### src/hw/hspc_pkg.sv
// Package of constants for the high speed pulse counter
package hspc_pkg;

    // ------------------------------------------------------------
    // Register offsets (byte addresses)
    // ------------------------------------------------------------
    localparam logic [7:0] HSPC_OFF_CTRL   = 8'h00;
    localparam logic [7:0] HSPC_OFF_TARGET = 8'h04;
    localparam logic [7:0] HSPC_OFF_COUNT  = 8'h08;
    localparam logic [7:0] HSPC_OFF_STATUS = 8'h0C;
    localparam logic [7:0] HSPC_OFF_MASK   = 8'h10;
    localparam logic [7:0] HSPC_OFF_INPUTS = 8'h14;

    // ------------------------------------------------------------
    // Field positions
    // ------------------------------------------------------------
    localparam int HSPC_CTRL_ENABLE = 0;
    localparam int HSPC_CTRL_START  = 1;
    localparam int HSPC_ST_DONE     = 0;
    localparam int HSPC_ST_FAULT    = 1;
    localparam int HSPC_IN_PULSE    = 0;
    localparam int HSPC_IN_RESET    = 1;
    localparam int HSPC_EVT_W       = 2;

    // ------------------------------------------------------------
    // Reset values
    // ------------------------------------------------------------
    localparam logic [1:0]  HSPC_CTRL_RST   = 2'h0;
    localparam logic [15:0] HSPC_TARGET_RST = 16'h0000;
    localparam logic [15:0] HSPC_COUNT_RST  = 16'h0000;
    localparam logic [1:0]  HSPC_EVT_RST    = 2'h0;

    // ------------------------------------------------------------
    // Timing: input filter for ordinary use (1 kHz, 500 us minimum)
    // ------------------------------------------------------------
    localparam int HSPC_CLK_HZ       = 50_000_000;
    localparam int HSPC_PLAIN_MIN_US = 500;
    localparam int HSPC_PLAIN_CYC    =
        (HSPC_PLAIN_MIN_US * (HSPC_CLK_HZ / 1_000_000));

endpackage

### src/hw/hspc_counter.sv
// High speed BCD pulse counter with AHB-Lite register slave
//
// Functional notes
// - Count pulses come from input bit 0000, hard reset from bit 0001.
// - Count starts at 0000, incrementing on each pulse rising edge.
// - Increment only while start gate is on and hard reset is off.
// - On reaching target, completion flag is high exactly one cycle.
// - On reaching target the count returns to zero by itself.
// - Target 0000 means terminal count 10,000 pulses.
// - Rising edge of hard reset clears the count.
// - Count held at zero while reset on; resumes from zero after.
// - With start gate off the count stays unchanged despite pulses.
// - Count is not cleared by interlocks or power interruptions; hresetn clears it to 0000.
// - Non-BCD target sets fault flag 0311; counter still runs.
// - Unused counter: dedicated inputs are plain inputs, up to 1 kHz.
//
// The AHB-Lite interface to the registers and the placing of the registers were decided locally.
module hspc_counter
    import hspc_pkg::*;
#(
    parameter int PLAIN_CYC = HSPC_PLAIN_CYC
) (
    // Clock and reset
    input  wire logic        hclk,
    input  wire logic        hresetn,
    // AHB-Lite slave
    input  wire logic        hsel,
    input  wire logic [7:0]  haddr,
    input  wire logic [1:0]  htrans,
    input  wire logic        hwrite,
    input  wire logic [2:0]  hsize,
    input  wire logic [31:0] hwdata,
    input  wire logic        hready,
    output logic      [31:0] hrdata,
    output logic             hreadyout,
    output logic             hresp,
    // Dedicated input pins (bit 0000 and bit 0001)
    input  wire logic        count_pulse_in,
    input  wire logic        hard_reset_in,
    // Counter outputs
    output logic             completion_flag,
    output logic             fault_flag,
    output logic      [1:0]  plain_inputs,
    output logic             irq
);
    import hspc_pkg::*;

    // ------------------------------------------------------------
    // Functions
    // ------------------------------------------------------------
    function automatic logic is_bcd(input logic [15:0] v);
        logic ok;
        ok = 1'b1;
        for (int i = 0; i < 4; i++) begin
            if (v[i*4 +: 4] > 4'h9) begin
                ok = 1'b0;
            end
        end
        return ok;
    endfunction

    // BCD increment with ripple carry; 9999 wraps to 0000
    function automatic logic [15:0] bcd_inc(input logic [15:0] v);
        logic [15:0] r;
        logic        c;
        r = v;
        c = 1'b1;
        for (int i = 0; i < 4; i++) begin
            if (c) begin
                if (v[i*4 +: 4] >= 4'h9) begin
                    r[i*4 +: 4] = 4'h0;
                end else begin
                    r[i*4 +: 4] = v[i*4 +: 4] + 4'h1;
                    c = 1'b0;
                end
            end
        end
        return r;
    endfunction

    // ------------------------------------------------------------
    // Pin synchronisers
    // ------------------------------------------------------------
    // Both pins are asynchronous to hclk: two flops before any logic
    // Prev resets low, the pins' idle level, so no false edge follows reset
    logic [1:0] pin_meta;
    logic [1:0] pin_sync;
    logic [1:0] pin_prev;

    always_ff @(posedge hclk or negedge hresetn) begin
        if (!hresetn) begin
            pin_meta <= 2'h0;
            pin_sync <= 2'h0;
            pin_prev <= 2'h0;
        end else begin
            pin_meta <= {hard_reset_in, count_pulse_in};
            pin_sync <= pin_meta;
            pin_prev <= pin_sync;
        end
    end

    logic pulse_rise;
    logic rst_level;
    logic rst_rise;
    assign pulse_rise = pin_sync[HSPC_IN_PULSE] & ~pin_prev[HSPC_IN_PULSE];
    assign rst_level  = pin_sync[HSPC_IN_RESET];
    assign rst_rise   = rst_level & ~pin_prev[HSPC_IN_RESET];

    // ------------------------------------------------------------
    // Registers
    // ------------------------------------------------------------
    logic [1:0]  ctrl;
    logic [15:0] preset_target;
    logic [15:0] present_count;
    logic [1:0]  status;
    logic [1:0]  mask;
    logic [1:0]  plain_q;
    logic        done_q;
    logic [31:0] filt_cnt;

    logic [1:0]  next_ctrl;
    logic [15:0] next_preset_target;
    logic [15:0] next_present_count;
    logic [1:0]  next_status;
    logic [1:0]  next_mask;
    logic [1:0]  next_plain_q;
    logic        next_done_q;
    logic [31:0] next_filt_cnt;

    // AHB address phase capture
    logic       wr_pend;
    logic [7:0] wr_addr;
    logic       next_wr_pend;
    logic [7:0] next_wr_addr;
    logic [31:0] next_hrdata;

    logic addr_ok;
    assign addr_ok = hsel & hready & htrans[1];

    logic counter_on;
    assign counter_on = ctrl[HSPC_CTRL_ENABLE];

    // ------------------------------------------------------------
    // Counting logic
    // ------------------------------------------------------------
    logic        at_target;
    logic [15:0] inc_val;
    logic [1:0]  evt;
    logic [1:0]  w1c;

    always_comb begin
        inc_val = bcd_inc(present_count);
        // Target 0000 completes on the wrap from 9999
        at_target = (inc_val == preset_target);
        next_present_count = present_count;
        next_done_q = 1'b0;
        if (counter_on) begin
            if (rst_rise || rst_level) begin
                next_present_count = HSPC_COUNT_RST;
            end else if (ctrl[HSPC_CTRL_START] && pulse_rise) begin
                if (at_target) begin
                    next_present_count = HSPC_COUNT_RST;
                    next_done_q = 1'b1;
                end else begin
                    next_present_count = inc_val;
                end
            end
            // Start off: count held as is
        end
    end

    // ------------------------------------------------------------
    // Plain input filter
    // ------------------------------------------------------------
    // A level must stand PLAIN_CYC cycles before it is shown; this
    // keeps contact bounce out at the price of a slow response.
    always_comb begin
        // Dedicated inputs as ordinary filtered inputs when unused
        next_plain_q  = plain_q;
        next_filt_cnt = filt_cnt;
        if (counter_on) begin
            next_plain_q  = 2'h0;
            next_filt_cnt = 32'h0000_0000;
        end else if (pin_sync != plain_q) begin
            if (filt_cnt >= 32'(PLAIN_CYC - 1)) begin
                next_plain_q  = pin_sync;
                next_filt_cnt = 32'h0000_0000;
            end else begin
                next_filt_cnt = filt_cnt + 32'h0000_0001;
            end
        end else begin
            next_filt_cnt = 32'h0000_0000;
        end
    end

    // ------------------------------------------------------------
    // Bus slave and status
    // ------------------------------------------------------------
    always_comb begin
        next_wr_pend = addr_ok & hwrite;
        next_wr_addr = addr_ok ? haddr : wr_addr;
        next_ctrl    = ctrl;
        next_preset_target = preset_target;
        next_mask    = mask;
        w1c          = 2'h0;
        if (wr_pend) begin
            if (wr_addr == HSPC_OFF_CTRL) begin
                next_ctrl = hwdata[1:0];
            end else if (wr_addr == HSPC_OFF_TARGET) begin
                next_preset_target = hwdata[15:0];
            end else if (wr_addr == HSPC_OFF_STATUS) begin
                w1c = hwdata[1:0];
            end else if (wr_addr == HSPC_OFF_MASK) begin
                next_mask = hwdata[1:0];
            end
        end
        evt = 2'h0;
        evt[HSPC_ST_DONE]  = done_q;
        evt[HSPC_ST_FAULT] = counter_on & ~is_bcd(preset_target);
        // Set wins over a write-one clear in the same cycle
        next_status = (status & ~w1c) | evt;
    end

    // ------------------------------------------------------------
    // Read data
    // ------------------------------------------------------------
    // Chosen in the address phase and registered, so it stands
    // through the whole data phase with no wait state.
    always_comb begin
        next_hrdata = 32'h0000_0000;
        if (addr_ok && !hwrite) begin
            if (haddr == HSPC_OFF_CTRL) begin
                next_hrdata = {30'h0, ctrl};
            end else if (haddr == HSPC_OFF_TARGET) begin
                next_hrdata = {16'h0, preset_target};
            end else if (haddr == HSPC_OFF_COUNT) begin
                next_hrdata = {16'h0, present_count};
            end else if (haddr == HSPC_OFF_STATUS) begin
                next_hrdata = {30'h0, status};
            end else if (haddr == HSPC_OFF_MASK) begin
                next_hrdata = {30'h0, mask};
            end else if (haddr == HSPC_OFF_INPUTS) begin
                next_hrdata = {30'h0, plain_q};
            end
        end
    end

    // ------------------------------------------------------------
    // State registers
    // ------------------------------------------------------------
    // hresetn clears the count here; the hard reset pin and reaching target also clear it via next_present_count
    always_ff @(posedge hclk or negedge hresetn) begin
        if (!hresetn) begin
            present_count <= HSPC_COUNT_RST;
            done_q        <= 1'b0;
        end else begin
            present_count <= next_present_count;
            done_q        <= next_done_q;
        end
    end

    always_ff @(posedge hclk or negedge hresetn) begin
        if (!hresetn) begin
            plain_q       <= 2'h0;
            filt_cnt      <= 32'h0000_0000;
        end else begin
            plain_q       <= next_plain_q;
            filt_cnt      <= next_filt_cnt;
        end
    end

    always_ff @(posedge hclk or negedge hresetn) begin
        if (!hresetn) begin
            ctrl          <= HSPC_CTRL_RST;
            preset_target <= HSPC_TARGET_RST;
            status        <= HSPC_EVT_RST;
            mask          <= HSPC_EVT_RST;
            wr_pend       <= 1'b0;
            wr_addr       <= 8'h00;
        end else begin
            ctrl          <= next_ctrl;
            preset_target <= next_preset_target;
            status        <= next_status;
            mask          <= next_mask;
            wr_pend       <= next_wr_pend;
            wr_addr       <= next_wr_addr;
        end
    end

    always_ff @(posedge hclk or negedge hresetn) begin
        if (!hresetn) begin
            hrdata        <= 32'h0000_0000;
        end else begin
            hrdata        <= next_hrdata;
        end
    end

    // ------------------------------------------------------------
    // Outputs
    // ------------------------------------------------------------
    // Every access is answered at once: no wait states, always OKAY
    assign hreadyout       = 1'b1;
    assign hresp           = 1'b0;
    assign completion_flag = done_q;
    assign fault_flag      = counter_on & ~is_bcd(preset_target);
    assign plain_inputs    = plain_q;
    assign irq             = |(status & mask);

endmodule

### config.mk
export PLATFORM = sky130hd
export DESIGN_NAME = hspc_counter
export DESIGN_NICKNAME = d
export VERILOG_FILES = /design/src/hw/hspc_pkg.sv /design/src/hw/hspc_counter.sv
export SDC_FILE = /design/constraint.sdc
export NUM_CORES = 1
export LEC_CHECK = 0
export BUFFER_PORTS_ARGS = -buffer_cell sky130_fd_sc_hd__buf_4
export CAP_MARGIN = 20
export CORE_ASPECT_RATIO = 1.2
export CORE_UTILIZATION = 56
export DETAILED_ROUTE_END_ITERATION = 16
export GPL_TIMING_DRIVEN = 1
export PLACE_DENSITY = 0.8
export SYNTH_ARGS = -nofsm -noshare
export SYNTH_HDL_FRONTEND = slang
export SYNTH_SLANG_ARGS = --single-unit
export TNS_END_PERCENT = 10
### constraint.sdc
create_clock -name hclk -period 4.2 [get_ports hclk]
set_clock_uncertainty 0.05 [all_clocks]
set_input_delay 0.84 -clock hclk [delete_from_list [all_inputs] [get_ports hclk]]
set_output_delay 0.84 -clock hclk [all_outputs]
set_load 0.05 [all_outputs]
### After elaboration in Yosys (flattened, before gate mapping)

Index checks and enable logic that the tools add are counted.
Widths: inputs -> output; s select.

| operators by class | value |
|---|---|
| add/sub/neg operators | 5 |
| magnitude comparators | 9 |
| equal/unequal tests | 10 |
| muxes and demuxes | 40 |
| bitwise logic cells | 16 |
| reduce and logical (&&, ||, !) cells | 15 |

Operators with widths:

| kind | number |
|---|---|
| $mux 16 | 7 |
| $mux 32 | 3 |
| $add 32x1->32 const B | 1 |
| $ge 32x15->1 const B | 1 |
| $mux 4 | 7 |
| $eq 8x4->1 const B | 3 |
| $eq 8x5->1 const B | 3 |
| $mux 2 | 10 |
| $add 4x1->4 const B | 4 |
| $eq 16x16->1 | 1 |
| $eq 8x3->1 const B | 2 |
| $ge 4x4->1 const B | 4 |
| $gt 4x4->1 const B | 4 |
| $logic_not 8->1 | 2 |
| $mux 1 | 13 |
| $and 1x1->1 | 6 |
| $not 1->1 | 6 |
| $reduce_and 2->1 | 3 |
| $reduce_bool 2->1 | 3 |
| $reduce_and 5->1 | 1 |
| $and 2x2->2 | 2 |
| $reduce_and 3->1 | 1 |
| $logic_and 1x1->1 | 2 |
| $ne 2x2->1 | 1 |
| 5 further kinds | 5 |

| storage, ports and cells | value |
|---|---|
| register bits | 120 |
| input port bits | 52 |
| output and inout port bits | 39 |
| word-level logic and storage cells | 109 |

### Depth between registers and ports, before layout

| logic depth | value |
|---|---|
| depth after elaboration | 10 |
| gate-level depth with buffers | 13 |
| gate-level depth less buffers | 10 |

### Least setup slack after synthesis

Ideal clock, no wire load.

| timing | value |
|---|---|
| path type | flip-flop to flip-flop |
| start point | register present_count[0] |
| end point | register present_count[15] |
| setup time | 0.126 ns |
| arrival | 2.759 ns |
| required time | 4.024 ns |
| setup slack | 1.265 ns |
| cell stages (with the launch flop) | 13 |
| buffers on the path | 2 |
| clock period less this slack | 2.935 ns |
| cells stage by stage | dfrtp_1 > inv_1 > ha_1 > or3b_4 > nand4_4 > or4_1 > and3_4 > nor4_2 > and4_1 > buf_6 > buf_12 > nor3_2 > a221o_1 |

| on the way | value |
|---|---|
| longest elaborated chain between the ends | 9 |
| elaborated cells on any way between the ends | 13 |
| classes of those cells | add/sub (1); order compare (1); eq/ne (1); mux (10) |

Ends and longest elaborated chain:

| what | line | source |
|---|---|---|
| start, declared | hspc_counter.sv:114 | `logic [15:0] present_count;` |
| start signal, assigned | hspc_counter.sv:257 | `present_count <= next_present_count;` |
| $ge 4x4->1 | hspc_counter.sv:70 | `if (v[i*4 +: 4] >= 4'h9) begin` |
| $mux 1 | hspc_counter.sv:70 |  |
| $mux 1 (2 in series) | hspc_counter.sv:69 | `if (c) begin` |
| $mux 4 | hspc_counter.sv:69 |  |
| $eq 16x16->1 | hspc_counter.sv:154 | `at_target = (inc_val == preset_target);` |
| $mux 16 * | hspc_counter.sv:161 | `if (at_target) begin` |
| $mux 16 * | hspc_counter.sv:160 | `end else if (ctrl[HSPC_CTRL_START] && pulse_rise) begin` |
| $mux 16 * | hspc_counter.sv:158 | `if (rst_rise \|\| rst_level) begin` |

Mark *: on every way between the ends. The rest lies on a longest branch, timed or not. The select of a mux whose other input is x is not followed.
A chain may end at the register's enable or synchronous reset.

### Worst setup path after layout

Ends and elaborated chain as after synthesis.

==> flow_results.xml <==
<?xml version="1.0" encoding="UTF-8"?>
<metrics>
  <group name="critical_path">
    <metric name="critPathRequiredTime" unit="ns">4.42</metric>
    <metric name="rr_endpoint" unit="">present_count[15]</metric>
    <metric name="critical_path.reg2reg.startpoint" unit="">present_count[0]</metric>
    <metric name="criticalPathCategory" unit="">flop to flop</metric>
    <metric name="crit_path_start_kind" unit="">flop</metric>
    <metric name="startpoint" unit="">present_count[0]</metric>
    <metric name="timing.critical_path.arrival" unit="ns">3.93</metric>
    <metric name="cp-end-kind" unit="">flop</metric>
    <metric name="timing.critical_path.fanout_max" unit="">12</metric>
    <metric name="rr_worst_depth" unit="">10</metric>
    <metric name="crit_end" unit="">present_count[15]</metric>
    <metric name="r2r_setup_slack" unit="ns">0.49</metric>
  </group>
  <group name="routing">
    <metric name="finalWirelength" unit="um">11300</metric>
    <metric name="wire_per_inst" unit="um">16.8</metric>
    <metric name="viasPerCell" unit="">5.76</metric>
    <metric name="drc" unit="">0</metric>
    <metric name="drtIter0Drc" unit="">208</metric>
    <metric name="drt_first_pass_iters" unit="">5</metric>
    <metric name="route.vias.total" unit="">3879</metric>
    <metric name="detail-route-antenna-nets" unit="">0</metric>
  </group>
  <group name="job">
    <metric name="maxCapViolations" unit="">0</metric>
  </group>
  <group name="floorplan">
    <metric name="die_area" unit="sq um">9660</metric>
    <metric name="initial_cell_density_of_the_core" unit="%">57.5</metric>
    <metric name="ioPinCount" unit="">91</metric>
    <metric name="num_rows" unit="">38</metric>
    <metric name="chipHeight" unit="um">107</metric>
    <metric name="core_area" unit="sq um">9030</metric>
    <metric name="die-width" unit="um">89.9</metric>
  </group>
  <group name="cts">
    <metric name="cts.hold.buffers_added" unit="">0</metric>
    <metric name="cts.sink_count" unit="">103</metric>
    <metric name="clockRootBuffer" unit="">clkbuf_8</metric>
    <metric name="insertion_delay" unit="ns">0.38</metric>
    <metric name="clkTransAtPathRegs" unit="ns">0.10</metric>
    <metric name="cts_resized" unit="">0</metric>
    <metric name="cts_max_path_buffers" unit="">2</metric>
    <metric name="cts_htree_levels" unit="">3</metric>
    <metric name="cts_setup_buffers" unit="">0</metric>
    <metric name="tritoncts_buffer_count" unit="">9</metric>
    <metric name="clock_tree_from_tritoncts" unit="">yes</metric>
  </group>
  <group name="pwr">
    <metric name="worst_ir_drop_vdd" unit="mV">0.137</metric>
    <metric name="reg_power_share" unit="%">57.3</metric>
    <metric name="netSwitchingPower" unit="mW">0.509</metric>
    <metric name="cellLeakagePower" unit="nW">2.68</metric>
    <metric name="p_clk_share" unit="%">31.8</metric>
    <metric name="power.density" unit="nW/um^2">316</metric>
    <metric name="pwr-share-comb" unit="%">10.9</metric>
    <metric name="internal_power" unit="mW">1.36</metric>
    <metric name="p_total" unit="mW">1.87</metric>
    <metric name="switching_share" unit="%">27.2</metric>
  </group>
  <group name="cells_and_area">
    <metric name="antenna_cells_inserted" unit="">0</metric>
    <metric name="multi_input_comb_area" unit="sq um">2460</metric>
    <metric name="fillers" unit="">725</metric>
    <metric name="layout-drive-gt1-share" unit="%">22.1</metric>
    <metric name="area.sequential" unit="sq um">2580</metric>
    <metric name="area_delta_synth_final" unit="%">13.9</metric>
    <metric name="final_net_count" unit="">613</metric>
  </group>
  <group name="yosys">
    <metric name="synth.yosys.seq_area_share" unit="%">49.6</metric>
    <metric name="netlist-cell-type-count" unit="">70</metric>
    <metric name="yosys_warnings" unit="">0</metric>
    <metric name="synth-edff-count" unit="">0</metric>
    <metric name="asr_flop_ratio_synth" unit="%">100</metric>
    <metric name="postSynth.topFlopCell" unit="">dfrtp_1</metric>
    <metric name="synth_area" unit="sq um">5190</metric>
    <metric name="synth-seq-cells" unit="">103</metric>
    <metric name="syn-mean-instance-area" unit="sq um">10.9</metric>
    <metric name="post_synth_inst_count" unit="">478</metric>
  </group>
  <group name="worst_hold_path">
    <metric name="hold_path.class" unit="">input pin to asynchronous set/reset pin</metric>
  </group>
  <group name="sta">
    <metric name="fmax" unit="MHz">270</metric>
    <metric name="max_slew_margin" unit="%">33.4</metric>
    <metric name="tightest_slew" unit="ns">0.993</metric>
    <metric name="setup-tns-final" unit="ns">0</metric>
    <metric name="setup_viol" unit="">0</metric>
    <metric name="final_min_period_over_clock_period" unit="%">88.3</metric>
    <metric name="final_max_slew_viol_count" unit="">0</metric>
    <metric name="hold_viol" unit="">0</metric>
    <metric name="fin_crit" unit="ns">3.71</metric>
    <metric name="rsz0062_at_grt" unit="">no</metric>
  </group>
  <group name="global_route">
    <metric name="first_global_vias" unit="">3913</metric>
    <metric name="grt_antenna_before_repair" unit="">0</metric>
    <metric name="overflow" unit="">0</metric>
    <metric name="grt_first_pass_wirelength" unit="um">18900</metric>
    <metric name="grt_use_total" unit="%">25.3</metric>
    <metric name="maximum_number_of_pins_on_one_net_before_global_route_repair" unit="">89</metric>
  </group>
  <group name="status">
    <metric name="result_of_the_run" unit="">complete, no violations</metric>
  </group>
  <group name="place">
    <metric name="io_buffer_count" unit="">52</metric>
    <metric name="dp_hpwl" unit="um">8230</metric>
    <metric name="routabilityCongestion" unit="">0.875</metric>
  </group>
</metrics>
-- synthesized netlist by cell type (all sizes together) (10+ instances only) --
master,count,share of area [%]
dfrtp,103,50
nor2,51,3.7
mux2,27,5.9
nand2,27,2.0
buf,23,3.6
inv,18,1.3
o21ai,18,1.8
a22oi,16,2.3
nor3,16,1.7
nor4,15,2.2
ha,13,3.1
xnor2,13,2.2
xor2,13,2.2
clkbuf,10,0.72
-- routing by layer --
layer	global-route usage (%)	vias up	part of all wire (%)
li1	-	1810	-
met1	30.9	1908	41
met2	44.3	140	52
met3	4.52	21	5.3
met4	10.5	0	2.4
met5	0	-	0
-- per-stage QoR --
stage / setup WS [ns] / cell area (sq um) / cells / utilization [%] / hold slack [ns]
global route: 0.302 / 5910 / 673 / 65.5 / 0.245
detailed placement: 0.535 / 5680 / 655 / 62.9 / 0.323
CTS: 0.533 / 5870 / 671 / 65.0 / 0.345
global placement: 0.642 / 5680 / 655 / 62.9 / 0.321
floorplan: 1.26 / 5320 / 511 / - / 0.281
finish: 0.490 / 5910 / 673 / 65.5 / 0.253
-- power by group through the flow --
stage	clock, mW	sequential, mW	combinational [mW]
after floorplan	0	1.08	0.139
after global placement	0	1.09	0.195
after detailed placement	0	1.09	0.200
after CTS	0.608	1.07	0.201
after global routing	0.651	1.08	0.222
final	0.595	1.07	0.204
-- critical path, cell delays in order (launching register included) --
cell	delay [ns]
dfrtp_1	0.50
inv_1	0.13
ha_1	0.23
or3b_4	0.28
nand4_4	0.20
o31ai_1	0.39
or3b_1	0.38
a32oi_1	0.28
and4_1	0.59
nor2_2	0.18
a221o_1	0.39
-- sequential cells by signal, summed over array words and instances (netlist names) --
name and flops:
wr_pend 1, hrdata 16, pin_prev 1, pin_meta 2
mask 2, preset_target 16, plain_inputs 2, ctrl 2
wr_addr 8, completion_flag 1, filt_cnt 32, pin_sync 2
status 2, present_count 16
-- layout by cell type, fill, tap and decap left out, drive strengths merged, types with 4 or more instances in the layout --
cell and count:
a21o 4, a21oi 5, a22o 9, a22oi 16
and3 4, buf 59, clkbuf 11, conb 35
dfrtp 103, ha 13, inv 20, mux2 27
mux2i 5, nand2 27, nand2b 6, nand3 9
nand4 8, nor2 51, nor3 16, nor4 15
o211ai 4, o21ai 18, o31ai 4, or4 5
xnor2 13, xor2 13
-- how the worst min path moves through the flow --
| stage | from | endpoint | slack [ns] | cells past startpoint |
|---|---|---|---|---|
| after floorplan | pin_meta[0] | pin_sync[0] | 0.28 | 0 |
| after global placement | pin_meta[0] | pin_sync[0] | 0.32 | 0 |
| after detailed placement | pin_meta[1] | pin_sync[1] | 0.32 | 0 |
| after CTS | pin_meta[1] | pin_sync[1] | 0.34 | 0 |
| after global routing | hresetn | wr_addr[2] | 0.25 | 1 |
| final | hresetn | wr_addr[3] | 0.25 | 1 |
-- cell families after synthesis --
group	Yosys count	synth area share [%]
multiplexers	32	6.82
AO/OA/AOI/OAI	90	13.1
adder cells (fa/ha/maj)	13	3.13
AND/OR/NAND/NOR	161	17.2
XOR/XNOR	26	4.39
other	2	0.145
buffers and inverters	51	5.64
flip-flops	103	49.6
-- area by class of cell --
class                   count  share of cell area (%)
clock buffers              11                    2.56
clock inverters             5                   0.656
inverters                  18                    1.14
multi-input cells         357                    41.6
flip-flops and latches    103                    43.6
well taps                 120                    2.54
repair buffers             59                    7.89
Note: power is estimated with default switching activity, not from simulation.
